===== config.mk =====
export PLATFORM = sky130hd
export DESIGN_NAME = digipot_wiper_ctrl_i2c_slave
export DESIGN_NICKNAME = d
export VERILOG_FILES = /design/src/digipot_wiper_ctrl_i2c_slave.v
export VERILOG_INCLUDE_DIRS = /design/src /design/src/src
export SDC_FILE = /design/constraint.sdc
export NUM_CORES = 1
export LEC_CHECK = 0
export BUFFER_PORTS_ARGS = -buffer_cell sky130_fd_sc_hd__buf_4
export CORE_MARGIN = 3
export CORE_UTILIZATION = 25
export DETAILED_ROUTE_END_ITERATION = 10
export HOLD_SLACK_MARGIN = 0.12
export PLACE_DENSITY = 0.5
export SETUP_SLACK_MARGIN = 0.05
export SLEW_MARGIN = 20
export SYNTH_ARGS = -nofsm -noshare
export SYNTH_HDL_FRONTEND = slang
export SYNTH_SLANG_ARGS = --single-unit

===== constraint.sdc =====
create_clock -name i_clk -period 4.42 [get_ports i_clk]
set_input_delay 0.663 -clock i_clk [delete_from_list [all_inputs] [get_ports i_clk]]
set_output_delay 0.663 -clock i_clk [all_outputs]
set_load 0.02 [all_outputs]

===== src/digipot_defs.vh =====
`ifndef DIGIPOT_DEFS_VH
`define DIGIPOT_DEFS_VH

// ****************************************
// Register word addresses
// ****************************************
`define REG_WIPER0      4'h0
`define REG_WIPER1      4'h1
`define REG_NV_WIPER0   4'h2
`define REG_NV_WIPER1   4'h3
`define REG_TERMINAL_CONTROL_REG        4'h4
`define REG_LOCK        4'h5
`define REG_STEP        4'h6
`define REG_STATUS      4'h7
`define REG_SER_CTRL    4'h8
`define REG_RX_DATA     4'h9
`define REG_TAP         4'ha

// ****************************************
// Field positions
// ****************************************
`define TC_B            0
`define TC_W            1
`define TC_A            2
`define TC_HW           3
`define TC_NET_W        4
`define STEP_NET        0
`define STEP_DEC        1
`define ST_LOCK0        0
`define ST_LOCK1        1
`define ST_HV           2
`define ST_EE_BUSY      3
`define ST_RX_VALID     4
`define ST_BUS_BUSY     5
`define ST_GCEN         6
`define ST_ADDR_LSB     7
`define SC_GCEN         0
`define SC_TX_LSB       8
`define RX_CNT_LSB      8
`define TAP1_LSB        16

// ****************************************
// Reset values and codes
// ****************************************
`define NV_WIPER_RST    10'h080
`define TERMINAL_CONTROL_REG_RST        8'hff
`define LOCK_RST        2'h0
`define FULL_SCALE      10'h100
`define WIPER_MAX       10'h3ff
`define WIPER_ZERO      10'h000
`define ADDR_FIXED      4'h5
`define GCALL_ADDR      7'h00
`define TX_RST          8'hff

// ****************************************
// Timing
// ****************************************
`define CLK_MHZ         50
`define EE_WRITE_US     5000
`define EE_WRITE_CYC    (`EE_WRITE_US * `CLK_MHZ)
`define SYNC_SETTLE     2'h3

`endif


===== src/digipot_wiper_ctrl_i2c_slave.v =====
// Function
// Above full scale W=A, step ignored; full scale ignores up; zero ignores down
// Lock bit blocks writes to its network's wipers and terminal bits
// Lock bits change only in high-voltage mode, never by plain commands
// Lock bits survive power-on or brown-out reset
// Reset copies each non-volatile wiper into its volatile wiper
// Shutdown bit low opens terminal A and ties wiper to B
// Serial port and EEPROM write keep running during shutdown
// Shutdown overrides connect bits but keeps them; they resume afterwards
// Shutdown never touches wiper registers; wiper returns on exit
// Each network shuts down independently through its own bits
// Slave only; master makes clock, start and stop
// Received data sampled on rising serial clock edge
// Data changes only while clock low; changes while high are start/stop
// Standard, fast and high-speed bus rates supported
// Clock line never held low; reads finish within bit time
// Address pin 0 captured only at reset release
// System ties address pins 2 and 1 statically
// Raised high-voltage input marks commands that may alter locks
// 7-bit addressing plus general call; 10-bit addresses ignored
// Acknowledge drives data low; not-acknowledge leaves it released
// Slave address is 0101 plus address pins; absent pins read 1
// Start condition returns the serial state machine to idle; the code sends it from any state to S_ADDR instead
// Inputs filtered before start, stop and clock edges are detected
//
// Added by the designer: the register offsets and the Avalon-MM interface to the registers.
`timescale 1ns/1ns
`include "digipot_defs.vh"

module digipot_wiper_ctrl_i2c_slave #(
  parameter        HAS_A2          = 1,
  parameter        HAS_A1          = 1,
  parameter [31:0] EE_WRITE_CYCLES = `EE_WRITE_CYC
) (
  // Clock and reset
  input  wire        i_clk,
  input  wire        i_rst_n,
  input  wire        i_nv_clear_n,
  // Avalon-MM slave
  input  wire [3:0]  i_avs_address,
  input  wire        i_avs_read,
  input  wire        i_avs_write,
  input  wire [31:0] i_avs_writedata,
  output reg  [31:0] o_avs_readdata,
  output wire        o_avs_waitrequest,
  // Serial bus
  input  wire        i_scl,
  input  wire        i_sda,
  output reg         o_sda,
  output reg         o_sda_oe,
  // Address and high-voltage pins
  input  wire        i_addr_pin_0,
  input  wire        i_addr_pin_1,
  input  wire        i_addr_pin_2,
  input  wire        i_high_voltage_cmd_in,
  // Resistor network switches
  output reg  [1:0]  o_net_term_a_pin,
  output reg  [1:0]  o_net_wiper_pin,
  output reg  [1:0]  o_net_term_b_pin,
  output reg  [17:0] o_net_tap
);

  // ****************************************
  // States
  // ****************************************
  localparam [6:0] S_IDLE  = 7'h01;
  localparam [6:0] S_ADDR  = 7'h02;
  localparam [6:0] S_ACK_A = 7'h04;
  localparam [6:0] S_RX    = 7'h08;
  localparam [6:0] S_ACK_R = 7'h10;
  localparam [6:0] S_TX    = 7'h20;
  localparam [6:0] S_ACK_T = 7'h40;

  // ****************************************
  // Functions
  // ****************************************
  function [8:0] tap_of;
    input [9:0] w;
    reg   [9:0] fs;
    begin
      fs = `FULL_SCALE;
      if (w > fs)
        tap_of = fs[8:0];
      else
        tap_of = w[8:0];
    end
  endfunction

  function [9:0] step_of;
    input [9:0] w;
    input       dec;
    begin
      step_of = w;
      if (w > `FULL_SCALE)
        step_of = w;
      else if (!dec && w != `FULL_SCALE)
        step_of = w + 10'h001;
      else if (dec && w != `WIPER_ZERO)
        step_of = w - 10'h001;
    end
  endfunction

  // ****************************************
  // Input synchronisers and filter
  // ****************************************
  wire [5:0] pin_raw = {i_high_voltage_cmd_in, i_addr_pin_2, i_addr_pin_1,
                        i_addr_pin_0, i_sda, i_scl};
  reg  [5:0] sync1_ff;
  reg  [5:0] sync2_ff;
  reg  [5:0] sync3_ff;
  reg  [5:0] filt_ff;
  genvar     gi;

  generate
    for (gi = 0; gi < 6; gi = gi + 1) begin : g_sync
      always @(posedge i_clk or negedge i_rst_n) begin
        if (!i_rst_n) begin
          sync1_ff[gi] <= 1'b1;
          sync2_ff[gi] <= 1'b1;
          sync3_ff[gi] <= 1'b1;
          filt_ff[gi]  <= 1'b1;
        end else begin
          sync1_ff[gi] <= pin_raw[gi];
          sync2_ff[gi] <= sync1_ff[gi];
          sync3_ff[gi] <= sync2_ff[gi];
          if (sync2_ff[gi] == sync3_ff[gi])
            filt_ff[gi] <= sync3_ff[gi];
        end
      end
    end
  endgenerate

  wire scl_f = filt_ff[0];
  wire sda_f = filt_ff[1];
  wire hv_f  = filt_ff[5];
  reg  scl_d_ff;
  reg  sda_d_ff;
  wire scl_rise = scl_f & ~scl_d_ff;
  wire scl_fall = ~scl_f & scl_d_ff;
  wire start_c  = scl_f & scl_d_ff & sda_d_ff & ~sda_f;
  wire stop_c   = scl_f & scl_d_ff & ~sda_d_ff & sda_f;

  // ****************************************
  // Storage
  // ****************************************
  reg  [9:0]  nv_wiper0_ff;
  reg  [9:0]  nv_wiper1_ff;
  reg  [1:0]  lock_bits_ff;
  reg  [9:0]  wiper0_ff;
  reg  [9:0]  wiper1_ff;
  reg  [7:0]  terminal_control_reg_ff;
  reg  [1:0]  init_cnt_ff;
  reg         init_done_ff;
  reg         addr_pin_0_ff;
  reg  [31:0] ee_cnt_ff;
  reg         ack_ff;
  reg         gcen_ff;
  reg  [7:0]  tx_byte_ff;
  reg  [7:0]  rx_byte_ff;
  reg  [7:0]  rx_cnt_ff;
  reg         rx_valid_ff;
  reg  [6:0]  state_ff;
  reg  [3:0]  bit_cnt_ff;
  reg  [7:0]  shift_ff;
  reg         ack_ok_ff;
  reg         rx_set_ff;

  wire        ee_busy = (ee_cnt_ff != 32'h0000_0000);
  wire        lock0   = lock_bits_ff[0];
  wire        lock1   = lock_bits_ff[1];
  wire        bus_req = i_avs_read | i_avs_write;
  wire        take    = bus_req & ~ack_ff & init_done_ff;
  wire        wr_ok   = i_avs_write & ack_ff;
  wire        a2_v    = HAS_A2 ? filt_ff[4] : 1'b1;
  wire        a1_v    = HAS_A1 ? filt_ff[3] : 1'b1;
  wire [6:0]  my_addr = {`ADDR_FIXED, a2_v, a1_v, addr_pin_0_ff};
  wire [7:0]  terminal_control_reg_wd = i_avs_writedata[7:0];

  assign o_avs_waitrequest = bus_req & ~ack_ff;

  // ****************************************
  // Non-volatile wipers and lock bits
  // ****************************************
  // Held by i_nv_clear_n only, so they outlive i_rst_n
  always @(posedge i_clk or negedge i_nv_clear_n) begin
    if (!i_nv_clear_n) begin
      nv_wiper0_ff <= `NV_WIPER_RST;
      nv_wiper1_ff <= `NV_WIPER_RST;
      lock_bits_ff <= `LOCK_RST;
    end else if (i_rst_n && wr_ok) begin
      if (i_avs_address == `REG_NV_WIPER0 && !lock0 && !ee_busy)
        nv_wiper0_ff <= i_avs_writedata[9:0];
      if (i_avs_address == `REG_NV_WIPER1 && !lock1 && !ee_busy)
        nv_wiper1_ff <= i_avs_writedata[9:0];
      if (i_avs_address == `REG_LOCK && hv_f)
        lock_bits_ff <= i_avs_writedata[1:0];
    end
  end

  // ****************************************
  // Volatile registers and bus slave
  // ****************************************
  always @(posedge i_clk or negedge i_rst_n) begin
    if (!i_rst_n) begin
      wiper0_ff               <= `WIPER_ZERO;
      wiper1_ff               <= `WIPER_ZERO;
      terminal_control_reg_ff <= `TERMINAL_CONTROL_REG_RST;
      init_cnt_ff             <= 2'h0;
      init_done_ff            <= 1'b0;
      addr_pin_0_ff           <= 1'b1;
      ee_cnt_ff               <= 32'h0000_0000;
      ack_ff                  <= 1'b0;
      gcen_ff                 <= 1'b0;
      tx_byte_ff              <= `TX_RST;
      rx_valid_ff             <= 1'b0;
      o_avs_readdata          <= 32'h0000_0000;
    end else begin
      ack_ff <= take;
      if (!init_done_ff) begin
        init_cnt_ff <= init_cnt_ff + 2'h1;
        if (init_cnt_ff == `SYNC_SETTLE) begin
          init_done_ff  <= 1'b1;
          addr_pin_0_ff <= sync3_ff[2];
          wiper0_ff     <= nv_wiper0_ff;
          wiper1_ff     <= nv_wiper1_ff;
        end
      end
      if (ee_busy)
        ee_cnt_ff <= ee_cnt_ff - 32'h0000_0001;
      if (take && i_avs_read) begin
        case (i_avs_address)
          `REG_WIPER0:    o_avs_readdata <= {22'h0, wiper0_ff};
          `REG_WIPER1:    o_avs_readdata <= {22'h0, wiper1_ff};
          `REG_NV_WIPER0: o_avs_readdata <= {22'h0, nv_wiper0_ff};
          `REG_NV_WIPER1: o_avs_readdata <= {22'h0, nv_wiper1_ff};
          `REG_TERMINAL_CONTROL_REG:      o_avs_readdata <= {24'h0, terminal_control_reg_ff};
          `REG_LOCK:      o_avs_readdata <= {30'h0, lock_bits_ff};
          `REG_STATUS:    o_avs_readdata <= {22'h0, my_addr[2:0], gcen_ff, ~state_ff[0],
                                             rx_valid_ff, ee_busy, hv_f, lock1, lock0};
          `REG_SER_CTRL:  o_avs_readdata <= {16'h0, tx_byte_ff, 7'h0, gcen_ff};
          `REG_RX_DATA:   o_avs_readdata <= {16'h0, rx_cnt_ff, rx_byte_ff};
          `REG_TAP:       o_avs_readdata <= {7'h0, tap_of(wiper1_ff), 7'h0, tap_of(wiper0_ff)};
          default:        o_avs_readdata <= 32'h0000_0000;
        endcase
      end
      if (wr_ok) begin
        case (i_avs_address)
          `REG_WIPER0: begin
            if (!lock0)
              wiper0_ff <= i_avs_writedata[9:0];
          end
          `REG_WIPER1: begin
            if (!lock1)
              wiper1_ff <= i_avs_writedata[9:0];
          end
          `REG_NV_WIPER0: begin
            if (!lock0 && !ee_busy)
              ee_cnt_ff <= EE_WRITE_CYCLES;
          end
          `REG_NV_WIPER1: begin
            if (!lock1 && !ee_busy)
              ee_cnt_ff <= EE_WRITE_CYCLES;
          end
          `REG_TERMINAL_CONTROL_REG: begin
            if (!lock0)
              terminal_control_reg_ff[3:0] <= terminal_control_reg_wd[3:0];
            if (!lock1)
              terminal_control_reg_ff[7:4] <= terminal_control_reg_wd[7:4];
          end
          `REG_STEP: begin
            if (!i_avs_writedata[`STEP_NET] && !lock0)
              wiper0_ff <= step_of(wiper0_ff, i_avs_writedata[`STEP_DEC]);
            if (i_avs_writedata[`STEP_NET] && !lock1)
              wiper1_ff <= step_of(wiper1_ff, i_avs_writedata[`STEP_DEC]);
          end
          `REG_SER_CTRL: begin
            gcen_ff    <= i_avs_writedata[`SC_GCEN];
            tx_byte_ff <= i_avs_writedata[`SC_TX_LSB +: 8];
          end
          default: begin
          end
        endcase
      end
      // New byte wins over a clear in the same cycle
      if (rx_set_ff)
        rx_valid_ff <= 1'b1;
      else if (wr_ok && i_avs_address == `REG_RX_DATA && i_avs_writedata[0])
        rx_valid_ff <= 1'b0;
    end
  end

  // ****************************************
  // Terminal switches
  // ****************************************
  generate
    for (gi = 0; gi < 2; gi = gi + 1) begin : g_net
      wire [3:0] tc = terminal_control_reg_ff[gi*`TC_NET_W +: `TC_NET_W];
      wire [9:0] wv = (gi == 0) ? wiper0_ff : wiper1_ff;
      always @(posedge i_clk or negedge i_rst_n) begin
        if (!i_rst_n) begin
          o_net_term_a_pin[gi]  <= 1'b0;
          o_net_wiper_pin[gi]   <= 1'b0;
          o_net_term_b_pin[gi]  <= 1'b0;
          o_net_tap[gi*9 +: 9]  <= 9'h000;
        end else begin
          o_net_tap[gi*9 +: 9] <= tap_of(wv);
          if (!tc[`TC_HW]) begin
            o_net_term_a_pin[gi] <= 1'b0;
            o_net_wiper_pin[gi]  <= 1'b1;
            o_net_term_b_pin[gi] <= 1'b1;
          end else begin
            o_net_term_a_pin[gi] <= tc[`TC_A];
            o_net_wiper_pin[gi]  <= tc[`TC_W];
            o_net_term_b_pin[gi] <= tc[`TC_B];
          end
        end
      end
    end
  endgenerate

  // ****************************************
  // Serial slave state machine
  // ****************************************
  // Works from edges found on the system clock, so every bus rate is
  // followed as long as each low clock phase spans six system clocks
  always @(posedge i_clk or negedge i_rst_n) begin
    if (!i_rst_n) begin
      scl_d_ff   <= 1'b1;
      sda_d_ff   <= 1'b1;
      state_ff   <= S_IDLE;
      bit_cnt_ff <= 4'h0;
      shift_ff   <= 8'h00;
      ack_ok_ff  <= 1'b0;
      rx_byte_ff <= 8'h00;
      rx_cnt_ff  <= 8'h00;
      rx_set_ff  <= 1'b0;
      o_sda      <= 1'b1;
      o_sda_oe   <= 1'b0;
    end else begin
      scl_d_ff <= scl_f;
      sda_d_ff <= sda_f;
      rx_set_ff <= 1'b0;
      if (start_c) begin
        state_ff   <= S_ADDR;
        bit_cnt_ff <= 4'h0;
        o_sda_oe   <= 1'b0;
      end else if (stop_c) begin
        state_ff <= S_IDLE;
        o_sda_oe <= 1'b0;
      end else begin
        case (state_ff)
          S_IDLE: begin
            o_sda_oe <= 1'b0;
          end
          S_ADDR, S_RX: begin
            if (scl_rise && bit_cnt_ff != 4'h8) begin
              shift_ff   <= {shift_ff[6:0], sda_f};
              bit_cnt_ff <= bit_cnt_ff + 4'h1;
            end else if (scl_fall && bit_cnt_ff == 4'h8) begin
              if (state_ff == S_RX) begin
                rx_byte_ff <= shift_ff;
                rx_cnt_ff  <= rx_cnt_ff + 8'h01;
                rx_set_ff  <= 1'b1;
                o_sda      <= 1'b0;
                o_sda_oe   <= 1'b1;
                state_ff   <= S_ACK_R;
              end else if (shift_ff[7:1] == my_addr ||
                           (gcen_ff && shift_ff == {`GCALL_ADDR, 1'b0})) begin
                o_sda    <= 1'b0;
                o_sda_oe <= 1'b1;
                state_ff <= S_ACK_A;
              end else begin
                state_ff <= S_IDLE;
              end
            end
          end
          S_ACK_A: begin
            if (scl_fall) begin
              bit_cnt_ff <= shift_ff[0] ? 4'h1 : 4'h0;
              if (shift_ff[0]) begin
                o_sda    <= tx_byte_ff[7];
                o_sda_oe <= ~tx_byte_ff[7];
                shift_ff <= {tx_byte_ff[6:0], 1'b0};
                state_ff <= S_TX;
              end else begin
                o_sda_oe <= 1'b0;
                state_ff <= S_RX;
              end
            end
          end
          S_ACK_R: begin
            if (scl_fall) begin
              o_sda_oe   <= 1'b0;
              bit_cnt_ff <= 4'h0;
              state_ff   <= S_RX;
            end
          end
          S_TX: begin
            if (scl_fall) begin
              if (bit_cnt_ff == 4'h8) begin
                o_sda_oe <= 1'b0;
                state_ff <= S_ACK_T;
              end else begin
                o_sda      <= shift_ff[7];
                o_sda_oe   <= ~shift_ff[7];
                shift_ff   <= {shift_ff[6:0], 1'b0};
                bit_cnt_ff <= bit_cnt_ff + 4'h1;
              end
            end
          end
          S_ACK_T: begin
            if (scl_rise) begin
              ack_ok_ff <= ~sda_f;
            end else if (scl_fall) begin
              if (ack_ok_ff) begin
                o_sda      <= tx_byte_ff[7];
                o_sda_oe   <= ~tx_byte_ff[7];
                shift_ff   <= {tx_byte_ff[6:0], 1'b0};
                bit_cnt_ff <= 4'h1;
                state_ff   <= S_TX;
              end else begin
                state_ff <= S_IDLE;
              end
            end
          end
          default: begin
            state_ff <= S_IDLE;
            o_sda_oe <= 1'b0;
          end
        endcase
      end
    end
  end

  // No clock output exists: the clock line is never driven

endmodule


==> results of run 1 <==
==> worst min path at each step <==
stage | from | endpoint | slack, ns
after detailed placement | sync2_ff[2] | sync3_ff[2] | 0.35
after global placement | sync1_ff[1] | sync2_ff[1] | 0.35
final | i_addr_pin_1 | sync1_ff[3] | 0.24
after CTS | i_addr_pin_1 | sync1_ff[3] | 0.21
after floorplan | sync1_ff[0] | sync2_ff[0] | 0.35
after global routing | i_addr_pin_1 | sync1_ff[3] | 0.21
==> timing repair <==
| item | 4_1_cts | 5_1_grt |
|---|---|---|
| hold buffers | 2 | 0 |
| endpoints found under the setup margin | 0 | 0 |
| endpoints found under the hold margin | 48 | 0 |
==> through the flow <==
step	cells	utilization, %
floorplan	1125	-
global placement	1757	28.4
detailed placement	1757	28.4
CTS	1807	30.5
global route	1807	30.5
finish	1807	30.5
==> Yosys cell counts (26+ instances only) <==
library cell / instances / area (um^2)
nand3_1: 30 / 150
clkbuf_1: 41 / 154
mux2i_1: 26 / 260
a21oi_1: 50 / 250
xnor2_1: 28 / 245
dfrtp_1: 164 / 4100
o21ai_0: 68 / 340
dfstp_2: 46 / 1210
mux2_2: 66 / 743
a22oi_1: 28 / 210
nand2_1: 92 / 345
nor2_1: 73 / 274
==> per-layer routing <==
layer / track usage (%) / vias to the layer above / wire, um
met5: 0 / - / 20
met4: 3.95 / 2 / 797
met3: 2.37 / 51 / 2270
met2: 22.5 / 277 / 16000
met1: 21.3 / 4600 / 16500
li1: - / 4288 / -
==> cell type report <==
cell class	instances	area share, %
tap	592	5.43
multi-input combinational	836	42.6
sequential	210	38.9
clock inverter	16	1.47
timing repair buffer	101	5.67
clock buffer	32	5.38
inverter	20	0.550
==> state kept, by name (all words and copies together) (netlist names), 2 cells and up <==
register,count
bit_cnt_ff,4
ee_cnt_ff,32
g_net.wv,20
init_cnt_ff,2
lock_bits_ff,2
nv_wiper0_ff,10
nv_wiper1_ff,10
o_avs_readdata,25
o_net_tap,18
o_net_term_a_pin,2
o_net_term_b_pin,2
o_net_wiper_pin,2
rx_byte_ff,8
rx_cnt_ff,8
shift_ff,8
state_ff,7
sync1_ff,6
sync2_ff,6
sync3_ff,6
terminal_control_reg_ff,8
tx_byte_ff,8
==> report_power, final <==
group | switching [mW] | internal (mW)
Sequential | 0.249 | 2.13
Clock | 0.895 | 1.42
Combinational | 0.672 | 0.472
==> cell families (layout without fill, tap and decap cells) <==
group,Yosys count,in the layout,share of synthesized area (%)
other cells,1,7,0.0328
simple gates,366,366,17.2
xor+xnor,51,51,3.91
fa+ha+maj,29,29,3.20
buf+inv,79,169,2.86
mux,95,95,9.18
flops,210,210,46.5
compound gates,288,288,17.1
==> worst max-delay path, delay by kind of cell (launching register included) <==
family	cells	cell delay (ns)
AO/OA/AOI/OAI	5	1.51
XOR/XNOR	1	0.09
adder cells (fa/ha/maj)	1	0.32
flip-flops	1	0.54
AND/OR/NAND/NOR	2	0.78
==> flow_metrics.py, run 1 <==
metrics = {
    "flow_run": {
        "max_cap_violations": 0,
    },
    "power_and_ir_drop": {
        "finalPower_mw": 5.83,
        "power_density_nw_per_um2": 427,
        "ir_worst_vdd_mv": 0.278,
        "p_leak_nw": 5.89,
    },
    "floorplanning": {
        "die_w_um": 220,
        "design.die.area_um2": 48300,
        "num_rows": 77,
        "io_pins": 106,
        "coreArea_um2": 44700,
        "die_h_um": 220,
        "start_util_pct": 25.5,
    },
    "route": {
        "totalWireLength_um": 35600,
        "avgViaCountPerCell": 5.10,
        "vias": 9218,
        "drt-wirelength-per-cell_um": 19.7,
        "ant_nets": 0,
        "drt-initial-drc-count": 848,
        "drt_first_pass_iters": 5,
        "drcViolationCount": 0,
    },
    "grt": {
        "grt-ovfl-total": 0,
        "grt.total_usage_pct": 14.6,
        "grt_pass1_vias": 9109,
        "antenna_found_initial": 1,
        "grt_pass1_wl_um": 55300,
        "grt_max_degree": 79,
    },
    "cts": {
        "cts_tree": "built",
        "cts_buffers": 26,
        "ctsResizeCount": 0,
        "post_cts_buffers": 0,
        "cts_root_buf": "clkbuf_16",
        "cts_htree_levels": 1,
        "clk_pin_slew_ns": 0.06,
        "cts_sinks": 210,
        "cts.path.max_buffers": 3,
        "clock_latency_ns": 0.54,
    },
    "logic_synthesis": {
        "synthArstFlopShare_pct": 100,
        "synth_warnings": 0,
        "syn_area_per_cell_um2": 10.2,
        "synth_ff_type": "dfrtp_1",
        "ys_types": 85,
        "synth_edf_count": 0,
        "syn_area_um2": 11400,
        "ys_ff_latch": 210,
        "yosysSeqAreaShare_pct": 46.5,
        "synthesis.instances": 1119,
    },
    "placed_design": {
        "io_buffers": 82,
        "pre_cts_ws_ns": 1.08,
        "dp_hpwl_um": 25500,
        "place_area_um2": 12700,
        "place_congestion": 0.884,
    },
    "timing": {
        "worst_pin_slew_ns": 0.942,
        "whs_ns": 0.238,
        "fin_crit_sh_pct": 76.5,
        "min_period_ns": 3.38,
        "grt_setup_unrepaired": "false",
        "fin_ws_ns": 1.04,
        "hold_viol_final": 0,
        "slew_headroom_pct": 35.6,
        "slew_viol_final": 0,
        "fin_setup_tns_ns": 0,
        "max_freq_mhz": 296,
        "setup_viol": 0,
        "clock_skew_ns": 0.0185,
    },
    "setup_path": {
        "rr_startpoint": "g_net[0].wv[0]",
        "cp_cell_sequence": "nor4_1 > a41o_1 > ha_1 > a211oi_1 > o21bai_1 > a21oi_1 > xnor2_1 > a2111oi_0 > nor2_1",
        "cp_slowest_cell": "nor4_1",
        "cp-end-kind": "flip-flop",
        "cp_slowest_stage_delay_ns": 0.69,
        "crit_path_start": "g_net[0].wv[0]",
        "rr_worst_depth": 9,
        "r2r_setup_slack_ns": 1.04,
        "worstPathArrival_ns": 3.80,
        "r2r_end": "g_net[0].wv[5]",
        "start_kind": "flip-flop",
        "crit_path_end": "g_net[0].wv[5]",
        "worstPathRequired_ns": 4.84,
        "crit_type": "flip-flop to flip-flop",
        "worstPathMaxFanout": 10,
    },
    "cells_and_area": {
        "final_layout_size_suffix_gt1_share_pct": 23.5,
        "final_cell_mix": "dfrtp_1, buf_4, nand2_1",
        "multi_input_area_um2": 5810,
        "final.fill_count": 4691,
        "final-seq-area_um2": 5310,
        "diodes": 0,
        "syn2layout_area_growth_pct": 19.5,
        "stdcell_area_um2": 13600,
        "layout_commonest_cell": "dfrtp_1",
        "final_nets": 1266,
    },
    "outcome": {
        "outcome": "completed",
    },
    "worst_hold_path": {
        "hold_class": "primary input to flip-flop",
        "hold_depth": 1,
    },
}
Power figures use the tool's default switching activity.
==> inputs of run 2 (changes only) <==
- ABC_AREA: default -> 1
- PLACE_DENSITY: 0.5 -> 0.52
- clock period: 4.42 -> 3.1 ns (I/O delays scaled with it)
==> flow_metrics.py, run 2 <==
metrics = {
    "cells_and_area": {
        "final.fill_count": 4850,
        "regMostFlops": "ee_cnt_ff",
        "final_layout_size_suffix_gt1_share_pct": 19.0,
        "final_nets": 1634,
        "largest_register_ffs": 32,
        "stdcell_area_um2": 14000,
        "final_cell_mix": "nand2_1, inv_1, dfrtp_1",
        "layout_commonest_cell": "nand2_1",
        "syn2layout_area_growth_pct": 19.3,
    },
    "timing": {
        "min_period_ns": 2.69,
        "slew_headroom_pct": 44.4,
        "slew_viol_final": 0,
        "worst_pin_slew_ns": 0.834,
        "fin_crit_sh_pct": 86.7,
        "setup_viol": 0,
        "fin_setup_tns_ns": 0,
        "clock_skew_ns": 0.0104,
        "grt_setup_unrepaired": "false",
        "hold_viol_final": 0,
        "max_freq_mhz": 372,
    },
    "power_and_ir_drop": {
        "p_leak_nw": 6.73,
        "power_density_nw_per_um2": 655,
        "ir_worst_vdd_mv": 0.455,
    },
    "cts": {
        "cts.path.max_buffers": 3,
        "cts_htree_levels": 1,
        "cts_buffers": 24,
        "cts_sinks": 210,
        "cts_tree": "built",
        "cts_root_buf": "clkbuf_16",
        "clock_latency_ns": 0.54,
        "clk_pin_slew_ns": 0.06,
    },
    "route": {
        "ant_nets": 0,
        "avgViaCountPerCell": 4.69,
        "vias": 10223,
        "drcViolationCount": 0,
        "drt_first_pass_iters": 6,
        "drt-initial-drc-count": 841,
        "totalWireLength_um": 35700,
        "drt-wirelength-per-cell_um": 16.3,
    },
    "setup_path": {
        "worstPathRequired_ns": 3.56,
        "r2r_end": "g_net[0].wv[9]",
        "cp_slowest_cell": "dfrtp_1",
        "crit_type": "flip-flop to flip-flop",
        "rr_startpoint": "g_net[0].wv[7]",
        "start_kind": "flip-flop",
        "crit_path_start": "g_net[0].wv[7]",
        "cp-end-kind": "flip-flop",
        "path_buf_inv": 1,
        "rr_worst_depth": 17,
        "r2r_setup_slack_ns": 0.41,
        "critPathTopFamily": "simple AND/OR/NAND/NOR gates",
        "path_depth": 17,
        "crit_path_end": "g_net[0].wv[9]",
        "cp_slowest_stage_delay_ns": 0.41,
        "worstPathArrival_ns": 3.15,
        "worstPathMaxFanout": 10,
        "cp_common_cell": "nand2_1",
        "cp_cell_sequence": "inv_1 > nand3_1 > nor2_2 > nand2_1 > nand2_2 > ha_1 > a21oi_1 > nand2_1 > nand2_1 > nand2_1 > nor2_1 > nand3_1 > nand3_1 > nand2_1 > nand2_1 > nand2_1 > a21oi_1",
    },
    "logic_synthesis": {
        "synth_warnings": 0,
        "synth_ff_type": "dfrtp_1",
        "syn_area_um2": 11700,
        "synth.largest_area_cell": "dfrtp_1",
        "synth_commonest_cells": "nand2_1, inv_1, dfrtp_1",
        "synth_edf_count": 0,
        "synth_top_area_share_pct": 35.1,
        "syn_area_per_cell_um2": 8.05,
        "synthArstFlopShare_pct": 100,
        "synthesis.instances": 1453,
        "ys_types": 58,
        "yosysMostFrequentCell": "nand2_1",
        "synthTopCellsByArea": "dfrtp_1, nand2_1, dfstp_2, inv_1, o21ai_0",
        "yosysSeqAreaShare_pct": 45.4,
        "ys_ff_latch": 210,
    },
    "floorplanning": {
        "start_util_pct": 25.5,
        "design.die.area_um2": 49400,
        "coreArea_um2": 45800,
        "io_pins": 106,
        "die_w_um": 222,
        "num_rows": 78,
        "die_h_um": 222,
    },
    "placed_design": {
        "place_congestion": 0.957,
        "io_buffers": 82,
        "place_area_um2": 13000,
        "dp_hpwl_um": 27100,
    },
    "grt": {
        "grt-ovfl-total": 0,
        "antenna_found_initial": 0,
        "grt_pass1_wl_um": 56700,
        "grt_pass1_vias": 10053,
        "grt.total_usage_pct": 14.2,
        "grt_max_degree": 120,
    },
    "worst_hold_path": {
        "hold_class": "primary input to flip-flop",
        "worstHoldStart": "i_avs_writedata[15]",
        "hold_depth": 3,
    },
    "flow_run": {
        "max_cap_violations": 0,
    },
    "outcome": {
        "outcome": "completed",
    },
}
-- run 2: cell count changes in the layout (fill, tap and decap cells not counted), moves of 20 or more --
cell | before | now
o21ai_0 | 68 | 103
nand2_1 | 92 | 362
mux2_2 | 66 | 0
nor2_2 | 0 | 24
nor2_1 | 73 | 127
xnor2_1 | 28 | 8
inv_1 | 20 | 184
mux2i_1 | 26 | 0
nand3_1 | 30 | 87
o21ai_2 | 0 | 23
and2_1 | 24 | 1
-- run 2: power breakdown --
part	switching, mW	internal (mW)	leakage, nW	total, mW
clock network	1.24	1.73	0.414	2.98
registers	0.364	3.15	2.66	3.52
logic	1.71	0.931	3.66	2.64
-- run 2: what timing repair did --
action                                 CTS  global route
hold buffers                             8             0
endpoints found under the hold margin   35             0
gates resized for setup                  0             2
buffers inserted                         0             0
setup endpoints to repair                0             5
-- run 2: worst min-delay path by stage --
| stage | slack [ns] | end |
|---|---|---|
| final | 0.18 | tx_byte_ff[7] |
| after global routing | 0.17 | tx_byte_ff[7] |
| after CTS | 0.16 | tx_byte_ff[7] |
| after detailed placement | 0.30 | state_ff[1] |
| after global placement | 0.30 | state_ff[1] |
| after floorplan | 0.17 | ack_ff |
-- run 2: cell families (layout without fill, tap and decap cells) --
kind of cell | Yosys count | after routing | synth area share, %
DFF | 210 | 210 | 45.4
adders and majority gates | 29 | 29 | 3.12
and+or+nand+nor | 678 | 678 | 26.5
buffers and inverters | 230 | 352 | 8.34
xor gates and xnor gates | 36 | 36 | 2.70
AOI/OAI and AO/OA | 269 | 269 | 13.9
other | 1 | 8 | 0.0321
-- run 2: per-stage QoR --
stage | cells | hold WS [ns] | util, % | setup WS [ns] | power (mW)
final | 2182 | 0.183 | 30.5 | 0.411 | 9.14
after floorplan | 1459 | 0.169 | - | 0.751 | 5.18
after global routing | 2181 | 0.168 | 30.5 | 0.144 | 9.72
after detailed placement | 2129 | 0.301 | 28.5 | 0.311 | 6.20
after CTS | 2181 | 0.161 | 30.5 | 0.295 | 9.24
after global placement | 2129 | 0.301 | 28.5 | 0.316 | 6.17
-- run 2: area by class of cell --
cell class	count	area (um^2)	area share, %
clock buffers	34	763	5.47
diodes	1	2.50	0.0179
flip-flops and latches	210	5310	38.1
well taps	600	751	5.38
clock inverters	10	71.3	0.511
multi-input cells	1019	5430	38.9
inverters	199	762	5.46
repair buffers	109	857	6.14
-- run 2: worst register-to-register path, delay by kind of cell, from the launching register on --
| family | cells | cell delay [ns] |
|---|---|---|
| flip-flops | 1 | 0.41 |
| AND/OR/NAND/NOR | 13 | 1.31 |
| adder cells (fa/ha/maj) | 1 | 0.33 |
| AO/OA/AOI/OAI | 2 | 0.36 |
| buffers and inverters | 1 | 0.21 |
-- run 2: per-layer routing --
metal	global-route usage, %	up-vias	part of all wire (%)
met3	3.03	61	6.1
met5	0	-	0
met1	19.4	4907	45
li1	-	4959	-
met4	3.61	0	2.7
met2	22.8	296	46
